### src/hw/counter_consts.vh
// constants shared by the six-bit up/down counter and its register slave
`ifndef COUNTER_CONSTS_VH
`define COUNTER_CONSTS_VH

// ****************************************
// counter datapath
// ****************************************
`define CNT_W          6
`define CNT_ONES       6'h3f
`define CNT_ZERO       6'h00
`define CNT_STEP       6'h01

// mode code is {mode_select_a, mode_select_b}
`define MODE_PRESET    2'b00
`define MODE_UP        2'b01
`define MODE_DOWN      2'b10
`define MODE_HOLD      2'b11

// ****************************************
// register map (byte addresses)
// ****************************************
`define ADDR_W         32
`define DATA_W         32
`define STRB_W         4
`define OFF_CTRL       32'h00000000
`define OFF_STATUS     32'h00000004
`define OFF_EVENTS     32'h00000008
`define WORD_MASK      32'hfffffffc

// ctrl fields
`define CTRL_FREEZE    0
`define CTRL_RESET     1'b0

// status fields
`define ST_COUNT_LO    0
`define ST_COUNT_HI    5
`define ST_CARRY_OUT_N        8
`define ST_LOOKAHEAD_CARRY_OUT_N       9
`define ST_LOOKAHEAD_CARRY_IN_N        10
`define ST_MODE_LO     12
`define ST_MODE_HI     13

// event counter
`define EVT_W          16
`define EVT_ZERO       16'h0000
`define EVT_ONE        16'h0001

// axi responses
`define RESP_OKAY      2'b00
`define RESP_DECERR    2'b11
`define DATA_ZERO      32'h00000000

`endif

### src/hw/six_bit_updown_counter.v
// six-bit presettable cascadable up/down counter with an axi4-lite view
//
// Functional notes
// - six-bit count changes only on rising clock edge while clear is low
// - both mode selects low loads preset inputs, carry enable ignored
// - select a low, b high, carry enable low: count up by one
// - select a high, b low, carry enable low: count down by one
// - clear high forces count low regardless of clock, mode and inputs
// - clear acts asynchronously, without waiting for a clock edge
// - lookahead carry out low one period, one step before terminal count
// - carry out n low, carry out high, one period when count reaches terminal count with lookahead carry in low
// - both carry outputs come from flip-flops, so they never glitch
// - active-low lookahead carry in and out allow chaining stages
// - an undriven input is taken as a low level
// - clear sets carry out, lookahead out and lookahead in flops high
// - preset drives both carries high; loading terminal value gives no pulse
//
// Decided for this implementation: the placing of the registers and the AXI4-Lite slave port.
`timescale 1ns/1ns
`include "counter_consts.vh"

module six_bit_updown_counter (
  input  wire                 aclk,
  input  wire                 aresetn,
  input  wire                 async_clear,
  input  wire                 mode_select_a,
  input  wire                 mode_select_b,
  input  wire                 carry_enable_n,
  input  wire                 lookahead_carry_in_n,
  input  wire [`CNT_W-1:0]    preset_inputs,
  output reg  [`CNT_W-1:0]    count_outputs,
  output reg                  carry_out_n,
  output wire                 carry_out,
  output reg                  lookahead_carry_out_n,
  input  wire [`ADDR_W-1:0]   s_axi_awaddr,
  input  wire                 s_axi_awvalid,
  output wire                 s_axi_awready,
  input  wire [`DATA_W-1:0]   s_axi_wdata,
  input  wire [`STRB_W-1:0]   s_axi_wstrb,
  input  wire                 s_axi_wvalid,
  output wire                 s_axi_wready,
  output reg  [1:0]           s_axi_bresp,
  output reg                  s_axi_bvalid,
  input  wire                 s_axi_bready,
  input  wire [`ADDR_W-1:0]   s_axi_araddr,
  input  wire                 s_axi_arvalid,
  output wire                 s_axi_arready,
  output reg  [`DATA_W-1:0]   s_axi_rdata,
  output reg  [1:0]           s_axi_rresp,
  output reg                  s_axi_rvalid,
  input  wire                 s_axi_rready
);

  // ****************************************
  // terminal-count decode
  // ****************************************

  // terminal is all ones going up, all zeros going down
  function is_terminal;
    input [`CNT_W-1:0] value;
    input              up;
    begin
      if (up) begin
        is_terminal = (value == `CNT_ONES);
      end else begin
        is_terminal = (value == `CNT_ZERO);
      end
    end
  endfunction

  // word-aligned compare of a bus address against a register offset
  function addr_hit;
    input [`ADDR_W-1:0] addr;
    input [`ADDR_W-1:0] offset;
    begin
      addr_hit = ((addr & `WORD_MASK) == offset);
    end
  endfunction

  // ****************************************
  // declarations
  // ****************************************
  reg                 freeze;
  reg                 lookahead_in_q;
  reg  [`EVT_W-1:0]   events;
  reg  [`CNT_W-1:0]   next_count;
  reg                 next_carry_out_n;
  reg                 next_lookahead_out_n;
  reg  [`CNT_W-1:0]   ahead_value;
  reg                 aw_held;
  reg  [`ADDR_W-1:0]  aw_addr;
  reg                 w_held;
  reg  [`DATA_W-1:0]  w_data;
  reg  [`STRB_W-1:0]  w_strb;
  wire [1:0]          mode;
  wire                step_en;
  wire                stepping;
  wire                going_up;
  wire                do_write;
  wire                evt_hit;
  wire                evt_clear;
  wire                wr_ctrl;
  wire                wr_events;
  wire                wr_mapped;
  wire                rd_ctrl;
  wire                rd_status;
  wire                rd_events;

  // ****************************************
  // mode decode
  // ****************************************

  // every inactive or benign level is low, so an open pin reads as preset/count
  assign mode     = {mode_select_a, mode_select_b};
  // freeze is a software-only extra hold; it never blocks preset
  assign step_en  = ~carry_enable_n & ~freeze;
  assign going_up = (mode == `MODE_UP);
  assign stepping = step_en & ((mode == `MODE_UP) | (mode == `MODE_DOWN));
  assign carry_out = ~carry_out_n;

  // ****************************************
  // next count
  // ****************************************

  // preset ignores carry enable; hold covers both selects high
  always @* begin
    case (mode)
      `MODE_PRESET: begin
        next_count = preset_inputs;
      end
      `MODE_UP: begin
        if (step_en) begin
          next_count = count_outputs + `CNT_STEP;
        end else begin
          next_count = count_outputs;
        end
      end
      `MODE_DOWN: begin
        if (step_en) begin
          next_count = count_outputs - `CNT_STEP;
        end else begin
          next_count = count_outputs;
        end
      end
      default: begin
        next_count = count_outputs;
      end
    endcase
  end

  // ****************************************
  // carry prediction
  // ****************************************

  // carries are worked out from the next count so the flop lands with the
  // count itself; a loaded terminal value never pulses because stepping is 0
  always @* begin
    if (going_up) begin
      ahead_value = next_count + `CNT_STEP;
    end else begin
      ahead_value = next_count - `CNT_STEP;
    end
    next_carry_out_n     = 1'b1;
    next_lookahead_out_n = 1'b1;
    if (stepping) begin
      // carry out waits for the lower stages via lookahead in
      if (~lookahead_in_q && is_terminal(next_count, going_up)) begin
        next_carry_out_n = 1'b0;
      end
      if (is_terminal(ahead_value, going_up)) begin
        next_lookahead_out_n = 1'b0;
      end
    end
  end

  // ****************************************
  // counter and carry flops
  // ****************************************

  // clear wins without the clock; aresetn gives the same state synchronously
  always @(posedge aclk or posedge async_clear) begin
    if (async_clear) begin
      count_outputs <= `CNT_ZERO;
    end else if (!aresetn) begin
      count_outputs <= `CNT_ZERO;
    end else begin
      count_outputs <= next_count;
    end
  end

  // carry flop: registered so the pulse never glitches, idles high after clear
  always @(posedge aclk or posedge async_clear) begin
    if (async_clear) begin
      carry_out_n <= 1'b1;
    end else if (!aresetn) begin
      carry_out_n <= 1'b1;
    end else begin
      carry_out_n <= next_carry_out_n;
    end
  end

  // lookahead out flop, cleared with the carry so a chain restarts quiet
  always @(posedge aclk or posedge async_clear) begin
    if (async_clear) begin
      lookahead_carry_out_n <= 1'b1;
    end else if (!aresetn) begin
      lookahead_carry_out_n <= 1'b1;
    end else begin
      lookahead_carry_out_n <= next_lookahead_out_n;
    end
  end

  // lookahead in is held one edge; it reads inactive after clear, so the
  // first step after a clear cannot raise a carry from a stale input
  always @(posedge aclk or posedge async_clear) begin
    if (async_clear) begin
      lookahead_in_q <= 1'b1;
    end else if (!aresetn) begin
      lookahead_in_q <= 1'b1;
    end else begin
      lookahead_in_q <= lookahead_carry_in_n;
    end
  end

  // ****************************************
  // register select
  // ****************************************

  // decoded once so the write and read paths agree on the map
  assign wr_ctrl   = addr_hit(aw_addr, `OFF_CTRL);
  assign wr_events = addr_hit(aw_addr, `OFF_EVENTS);
  assign wr_mapped = wr_ctrl | wr_events | addr_hit(aw_addr, `OFF_STATUS);
  // read decode uses the live address, valid only with the handshake
  assign rd_ctrl   = addr_hit(s_axi_araddr, `OFF_CTRL);
  assign rd_status = addr_hit(s_axi_araddr, `OFF_STATUS);
  assign rd_events = addr_hit(s_axi_araddr, `OFF_EVENTS);

  // ****************************************
  // axi4-lite write path
  // ****************************************

  // address and data are taken in either order, one write at a time
  assign s_axi_awready = ~aw_held & ~s_axi_bvalid;
  assign s_axi_wready  = ~w_held & ~s_axi_bvalid;
  assign do_write      = aw_held & w_held & ~s_axi_bvalid;

  // capture address and data halves
  always @(posedge aclk) begin
    if (!aresetn) begin
      aw_held <= 1'b0;
      aw_addr <= `DATA_ZERO;
      w_held  <= 1'b0;
      w_data  <= `DATA_ZERO;
      w_strb  <= {`STRB_W{1'b0}};
    end else begin
      if (s_axi_awvalid && s_axi_awready) begin
        aw_held <= 1'b1;
        aw_addr <= s_axi_awaddr;
      end else if (do_write) begin
        aw_held <= 1'b0;
      end
      if (s_axi_wvalid && s_axi_wready) begin
        w_held <= 1'b1;
        w_data <= s_axi_wdata;
        w_strb <= s_axi_wstrb;
      end else if (do_write) begin
        w_held <= 1'b0;
      end
    end
  end

  // software freeze; only the low strobe lane reaches it
  always @(posedge aclk) begin
    if (!aresetn) begin
      freeze <= `CTRL_RESET;
    end else if (do_write && wr_ctrl && w_strb[0]) begin
      freeze <= w_data[`CTRL_FREEZE];
    end
  end

  // write response: unmapped words are refused, the rest answered okay
  always @(posedge aclk) begin
    if (!aresetn) begin
      s_axi_bvalid <= 1'b0;
      s_axi_bresp  <= `RESP_OKAY;
    end else begin
      if (do_write) begin
        s_axi_bvalid <= 1'b1;
        if (wr_mapped) begin
          s_axi_bresp <= `RESP_OKAY; // status is read-only, events clear on write
        end else begin
          s_axi_bresp <= `RESP_DECERR;
        end
      end else if (s_axi_bready) begin
        s_axi_bvalid <= 1'b0;
      end
    end
  end

  // ****************************************
  // terminal-count event counter
  // ****************************************

  // a pulse in the clearing cycle is kept: the set wins over the clear
  assign evt_hit   = ~carry_out_n;
  assign evt_clear = do_write & wr_events;

  always @(posedge aclk) begin
    if (!aresetn) begin
      events <= `EVT_ZERO;
    end else if (evt_clear) begin
      events <= evt_hit ? `EVT_ONE : `EVT_ZERO;
    end else if (evt_hit) begin
      events <= events + `EVT_ONE; // wraps silently past all ones
    end
  end

  // ****************************************
  // axi4-lite read path
  // ****************************************

  // one read in flight; data is sampled at the address handshake
  assign s_axi_arready = ~s_axi_rvalid;

  always @(posedge aclk) begin
    if (!aresetn) begin
      s_axi_rvalid <= 1'b0;
      s_axi_rdata  <= `DATA_ZERO;
      s_axi_rresp  <= `RESP_OKAY;
    end else if (s_axi_arvalid && s_axi_arready) begin
      s_axi_rvalid <= 1'b1;
      s_axi_rdata  <= `DATA_ZERO;
      s_axi_rresp  <= `RESP_OKAY;
      if (rd_ctrl) begin
        s_axi_rdata[`CTRL_FREEZE] <= freeze;
      end else if (rd_status) begin
        s_axi_rdata[`ST_COUNT_HI:`ST_COUNT_LO] <= count_outputs;
        s_axi_rdata[`ST_CARRY_OUT_N]                  <= carry_out_n;
        s_axi_rdata[`ST_LOOKAHEAD_CARRY_OUT_N]                 <= lookahead_carry_out_n;
        s_axi_rdata[`ST_LOOKAHEAD_CARRY_IN_N]                  <= lookahead_in_q;
        s_axi_rdata[`ST_MODE_HI:`ST_MODE_LO]   <= mode;
      end else if (rd_events) begin
        s_axi_rdata[`EVT_W-1:0] <= events;
      end else begin
        s_axi_rresp <= `RESP_DECERR;
      end
    end else if (s_axi_rready) begin
      s_axi_rvalid <= 1'b0;
    end
  end

endmodule

### config.mk
export PLATFORM = sky130hd
export DESIGN_NAME = six_bit_updown_counter
export DESIGN_NICKNAME = d
export VERILOG_FILES = /design/src/hw/six_bit_updown_counter.v
export VERILOG_INCLUDE_DIRS = /design/src /design/src/hw
export SDC_FILE = /design/constraint.sdc
export NUM_CORES = 1
export LEC_CHECK = 0
export ABC_AREA = 1
export BUFFER_PORTS_ARGS = -buffer_cell sky130_fd_sc_hd__buf_2
export CORE_MARGIN = 4
export CORE_UTILIZATION = 45
export CTS_CLUSTER_SIZE = 12
export DETAILED_ROUTE_END_ITERATION = 8
export PLACE_DENSITY_LB_ADDON = 0.25
export SLEW_MARGIN = 20
export SYNTH_ARGS = -nofsm -noshare
export SYNTH_HDL_FRONTEND = slang
export SYNTH_SLANG_ARGS = --single-unit
export TNS_END_PERCENT = 20
### constraint.sdc
create_clock -name aclk -period 2.6 [get_ports aclk]
set_input_delay 0.26 -clock aclk [delete_from_list [all_inputs] [get_ports aclk]]
set_output_delay 0.26 -clock aclk [all_outputs]
set_load 0.01 [all_outputs]
======== After elaboration in Yosys (flattened, before gate mapping) ========
Index checks and enable logic that the tools add are counted.
storage, ports and cells
  word-level logic and storage cells ...... 102
  output and inout bits ................... 50
  bits in registers ....................... 84
  bits of input ports ..................... 118
operators by class
  bitwise operators ....................... 18
  muxes and demuxes ....................... 39
  equality and inequality tests ........... 9
  add/sub/neg operators ................... 5
  reduce and logical (&&, ||, !) cells .... 15
operators by type and width
  kind                                               count
  zero test 32 bit                                   2
  == test 30 x 1 -> 1 bit (second input constant)    2
  == test 30 x 2 -> 1 bit (second input constant)    2
  two-way mux 16 bit                                 3
  two-way mux 6 bit                                  5
  two-way mux 1 bit                                  21
  case mux 6 bit (3 select lines)                    1
  adder 16 x 1 -> 16 bit (second input constant)     1
  two-way mux 15 bit                                 1
  two-way mux 2 bit                                  7
  adder 6 x 1 -> 6 bit (second input constant)       2
  == test 6 bit (second input constant)              2
  zero test 6 bit                                    2
  subtractor 6 x 1 -> 6 bit (second input constant)  2
  NOT 1 bit                                          8
  nonzero test 2 bit                                 4
  AND 1 bit                                          7
  logical AND 1 bit                                  6
  two-way mux 3 bit                                  1
  OR 1 bit                                           3
  == test 2 x 1 -> 1 bit (second input constant)     1
  == test 2 bit (second input constant)              1
  zero test 2 bit                                    1
  != test 2 x 1 -> 1 bit (second input constant)     1

======== Logic depth before layout (Yosys ltp) ========
  depth after elaboration ................. 12
  mapped depth ............................ 22
  depth with buffers taken out ............ 22

======== Worst setup path after synthesis ========
OpenSTA, ideal clock, no wires.
  path kind ............................... register -> register
  from .................................... register count_outputs[0]
  to ...................................... register lookahead_carry_out_n
  arrival time ............................ 2272 ps
  setup time .............................. 64 ps
  required time ........................... 2536 ps
  clock period less this slack ............ 2336 ps
  stages on the path, launching flop included .. 20
  slack ................................... 264 ps
  buffers on the path ..................... 0
  cells stage by stage .................... dfrtp_1 inv_1 ha_1 nand2_1 inv_1 nand2_1 nand3_1 nand3_1 o21ai_0 inv_1 ha_1 a21oi_1 nor2_1 a211oi_1 nand2_1 inv_1 nand3_1 nand3_1 nand2_1 nand3_1
between the ends
  cells in the longest elaborated chain, start to end .. 11
  elaborated cells between the ends (all ways) .. 15
RTL lines
  what                                                                                RTL line                                                    source
  start: declaration                                                                  six_bit_updown_counter.v:31                                 output reg [`CNT_W-1:0] count_outputs,
  start signal: assignment                                                            six_bit_updown_counter.v:183                                count_outputs <= `CNT_ZERO;
  start signal: assignment                                                            six_bit_updown_counter.v:185                                count_outputs <= `CNT_ZERO;
  start signal: assignment                                                            six_bit_updown_counter.v:187                                count_outputs <= next_count;
  subtractor 6 x 1 -> 6 bit (no line) / adder 6 x 1 -> 6 bit (equally long branches)  --
  two-way mux 6 bit (on tied branches)                                                six_bit_updown_counter.v:139, six_bit_updown_counter.v:132
  case mux 6 bit (3 select lines) (*)                                                 six_bit_updown_counter.v:127                                case (mode)
  subtractor 6 x 1 -> 6 bit (no line) / adder 6 x 1 -> 6 bit (equally long branches)  --
  two-way mux 6 bit (*)                                                               six_bit_updown_counter.v:158                                if (going_up) begin
  == test 6 bit (no line) / zero test 6 bit (equally long branches)                   --
  two-way mux 1 bit (*)                                                               six_bit_updown_counter.v:63                                 if (up) begin
  two-way mux 1 bit (*)                                                               six_bit_updown_counter.v:165                                if (stepping) begin
  two-way mux 1 bit (*)                                                               six_bit_updown_counter.v:170                                if (is_terminal(ahead_value, going_up)) begin
  two-way mux 1 bit (*)                                                               six_bit_updown_counter.v:165
  two-way mux 1 bit (*)                                                               six_bit_updown_counter.v:206                                end else if (!aresetn) begin
  end signal: assignment                                                              six_bit_updown_counter.v:209                                lookahead_carry_out_n <= next_lookahead_out_n;
  end: declaration                                                                    six_bit_updown_counter.v:34                                 output reg lookahead_carry_out_n,
Mark *: on every way between the ends. The rest lies on a longest branch, timed or not. The select of a mux whose other input is x is not followed.
A chain may end at the register's enable or synchronous reset.

======== Worst setup path in the final report ========
Same ends and word-level chain as after synthesis.

==> results.toml <==
[layout]
finish.cell_count_without_fillers = 827
drive_above_1_share_pct = 25.6
flow.area_growth_from_synthesis_pct = 23.5
final_util_pct = 58.2
postLayoutCellArea_um2 = 5150
design.final.nets = 843
num_antenna_cells = 0

[logic_synthesis]
postSynth.asyncResetShare_pct = 11.3
synth_area_leaders = "sky130_fd_sc_hd__dfxtp_1 34%, sky130_fd_sc_hd__nor2_1 9.5%, sky130_fd_sc_hd__nand2_1 8.4%"
synthAdderAreaFrac_pct = 3.30
yosys_warnings = 0
synth_area_per_cell_um2 = 7.09
largest_family_of_logic_cells_by_synthesized_area = "simple AND/OR/NAND/NOR gates"
synthesis.area_um2 = 4170
yosysMostFrequentCell = "sky130_fd_sc_hd__nor2_1"
netlist-cell-type-count = 40
seq_area_frac_synth_pct = 39.6
postSynthRegisterBits = 80
post_synth_inst_count = 588
yosys.area.top_type = "sky130_fd_sc_hd__dfxtp_1"
synth_commonest_cells = "105 x sky130_fd_sc_hd__nor2_1, 93 x sky130_fd_sc_hd__nand2_1, 71 x sky130_fd_sc_hd__dfxtp_1"
post-synth-top-area-fraction_pct = 34.1
synth-compound-area-share_pct = 15.1
synth.mux.area_fraction_pct = 0
ys.flop_type = "sky130_fd_sc_hd__dfxtp_1"
synth_simple_gate_area_share_pct = 30.0
number_of_synthesized_flops_with_an_enable_pin = 0
synth-xor-area-share_pct = 1.26

[placement]
dpl.hpwl_mm = 8.45
gp_congestion = 0.919
pre_cts_slack_ps = 4.97
port_buffers = 113
place_area_um2 = 4830
placed_cells_incl_taps = 805

[timing]
timing.fmax_mhz = 416
layout_min_cycle_time_ps = 2410
max_transition_margin_pct = 55.5
finalSetupViolCount = 0
max_clock_skew_ps = 18.0
worst_slack_ps = 193
tns_ps = 0
report.final.hold_viol_count = 0
finalMaxSlewViolations = 0
layout_worst_path_cycle_share_pct = 92.6
tightestPinTransition_ps = 664

[floorplan]
fp.dieW_um = 104
die_outline_area_um2 = 10900
num_io_pins = 168
initial_utilization_pct = 47.1
core_ar_um2 = 8850
std_cell_rows = 34
die_extent_in_y_um = 104

[power_and_ir_drop]
irDropWorstVdd_uv = 399
leakage_power_nw = 2.37
power_per_cell_area_nw_per_um2 = 546

[cts]
cts_tree = "built"
cts-root-buf = "sky130_fd_sc_hd__clkbuf_8"
numCtsBuffers = 9
clk_pin_slew_ps = 80
count_of_h_tree_levels_built_during_cts = 3
clockBufferDepth = 2
clock_insertion_delay_worst_skew_ps = 360
cts.sink_count = 80

[setup_path]
worstPathMaxFanout = 5
setup.worst_path.start_class = "flop"
cp.arrival_ps = 2700
critPathRequiredTime_ps = 2890
critical_path.cell_chain = "inv_2 -> nand3_1 -> nor2_2 -> o21ai_0 -> o211ai_1 -> o21ai_1 -> inv_1 -> ha_4 -> nand2_1 -> nor2_1 -> a211oi_2 -> nand2_1 -> inv_1 -> nand3_1 -> nand3_1 -> nand2_1 -> nand3_1"
worst_path_most_repeated_cell = "sky130_fd_sc_hd__nand3_1"
timing.critical_path.slowest_stage_cell = "sky130_fd_sc_hd__dfrtp_2"
critical-path-max-stage-delay_ps = 450
path_class = "reg2reg"
worst_setup_path_end_kind = "flop"

[grt]
via_count_of_the_first_global_routing_pass = 3936
pin_count_of_the_biggest_net_entering_global_routing = 37
global_route.overflow_total = 0
grt_pass1_wl_mm = 17.5
grtUsageTotal_pct = 19.5
number_of_antenna_violations_at_the_first_check_in_global_routing = 0

[drt]
drt-initial-drc-count = 194
route.layer.met1.wl_mm = 4.34
drt_wl_total_mm = 10.9
top_signal_layer_used = "met4"
vias = 4199
met2RoutedLength_mm = 5.63
detail_route.drc_violations = 0
detail_route.wl_per_cell_um = 13.2
final_antenna_net_count = 0
wl_met3_um = 680
drt_pass1_iterations = 5
routed_via_density = 5.08

[run]
maxCapViolCount = 0

[min_path]
hold_class = "in2reg"

[run_status]
status = "finished, final reports clean"
[kinds of logic (layout without fill, tap and decap cells)]
kind of cell,count (synthesis),in the layout
XOR/XNOR,6,6
flip-flops,80,80
AND/OR/NAND/NOR,279,279
buffers and inverters,95,211
other,1,16
adder cells (fa/ha/maj),11,11
AO/OA/AOI/OAI,116,116
[layout by cell type (no fill, tap or decap), types with 3 or more instances in the layout]
master and instances:
sky130_fd_sc_hd__a21oi_1 44, sky130_fd_sc_hd__buf_2 113, sky130_fd_sc_hd__buf_4 21, sky130_fd_sc_hd__clkbuf_8 9, sky130_fd_sc_hd__clkinv_1 3, sky130_fd_sc_hd__clkinvlp_4 3, sky130_fd_sc_hd__conb_1 16, sky130_fd_sc_hd__dfrtp_1 3
sky130_fd_sc_hd__dfrtp_2 3, sky130_fd_sc_hd__dfstp_2 3, sky130_fd_sc_hd__dfxtp_1 71, sky130_fd_sc_hd__ha_1 8, sky130_fd_sc_hd__ha_4 3, sky130_fd_sc_hd__inv_1 53, sky130_fd_sc_hd__inv_2 4, sky130_fd_sc_hd__nand2_1 93
sky130_fd_sc_hd__nand3_1 32, sky130_fd_sc_hd__nand4_1 8, sky130_fd_sc_hd__nor2_1 104, sky130_fd_sc_hd__nor2_2 6, sky130_fd_sc_hd__nor2_4 3, sky130_fd_sc_hd__nor3_1 15, sky130_fd_sc_hd__nor4_1 6, sky130_fd_sc_hd__o211ai_1 8
sky130_fd_sc_hd__o21a_1 3, sky130_fd_sc_hd__o21ai_0 49, sky130_fd_sc_hd__o21ai_1 4, sky130_fd_sc_hd__xor2_1 5
[flip-flops by register name, summed over array words and instances (netlist names), 6 cells and up]
register and flops:
aw_addr 30, s_axi_rdata 16, events 16, count_outputs 6
[path summary, 6_finish.rpt]
path | from | endpoint | slack (ps) | cells past startpoint
worst max register to register | count_outputs[0]$_DFF_PP0_ | lookahead_carry_out_n$_DFF_PP1_ | 190 | 17
worst max-delay path | count_outputs[0]$_DFF_PP0_ | lookahead_carry_out_n$_DFF_PP1_ | 190 | 17
min in group asynchronous | async_clear | count_outputs[5]$_DFF_PP0_ | 410 | 3
worst min-delay path | lookahead_carry_in_n | lookahead_in_q$_DFF_PP1_ | 120 | 2
worst min register to register | events[14]$_SDFFE_PN0P_ | s_axi_rdata[14]$_SDFFE_PN0P_ | 450 | 2
max in group asynchronous | async_clear | lookahead_carry_out_n$_DFF_PP1_ | 1870 | 3
[power breakdown]
group / switching (mW) / internal, mW
Sequential: 0.0396 / 1.29
Combinational: 0.314 / 0.224
Clock: 0.440 / 0.502
[metal layers]
metal  global-route usage [%]  vias up
li1                         -     2153
met5                        0        -
met4                     10.1        0
met3                     3.54       22
met1                     22.0     1893
met2                     35.0      131
[critical path: cells and delay by family (launching register included)]
kind	cells	cell delay (ps)
compound gates	4	580
fa+ha+maj	1	230
buf+inv	3	310
flops	1	450
simple gates	9	780
[timing repair]
action / in CTS / in global routing
hold endpoints to repair: 6 / 0
buffers inserted: 0 / 5
gates resized for setup: 1 / 14
pin swaps: 0 / 2
cloned: 0 / 0
hold buffers: 1 / 0
endpoints found under the setup margin: 1 / 1
[through the flow]
step | hold WS [ps] | power [mW]
after floorplan | 85.8 | 1.69
after global placement | 241 | 1.84
after detailed placement | 251 | 1.86
after CTS | 109 | 2.80
after global routing | 125 | 2.95
final | 123 | 2.81
[cell type report]
cell class	count	area, um2
Tap cell	108	135
Timing Repair Buffer	135	733
Multi-Input combinational cell	428	2190
Sequential cell	80	1650
Inverter	60	225
Clock buffer	12	156
Clock inverter	4	52.6
Fill cell	865	3700
Note: power is estimated with default switching activity, not from simulation.
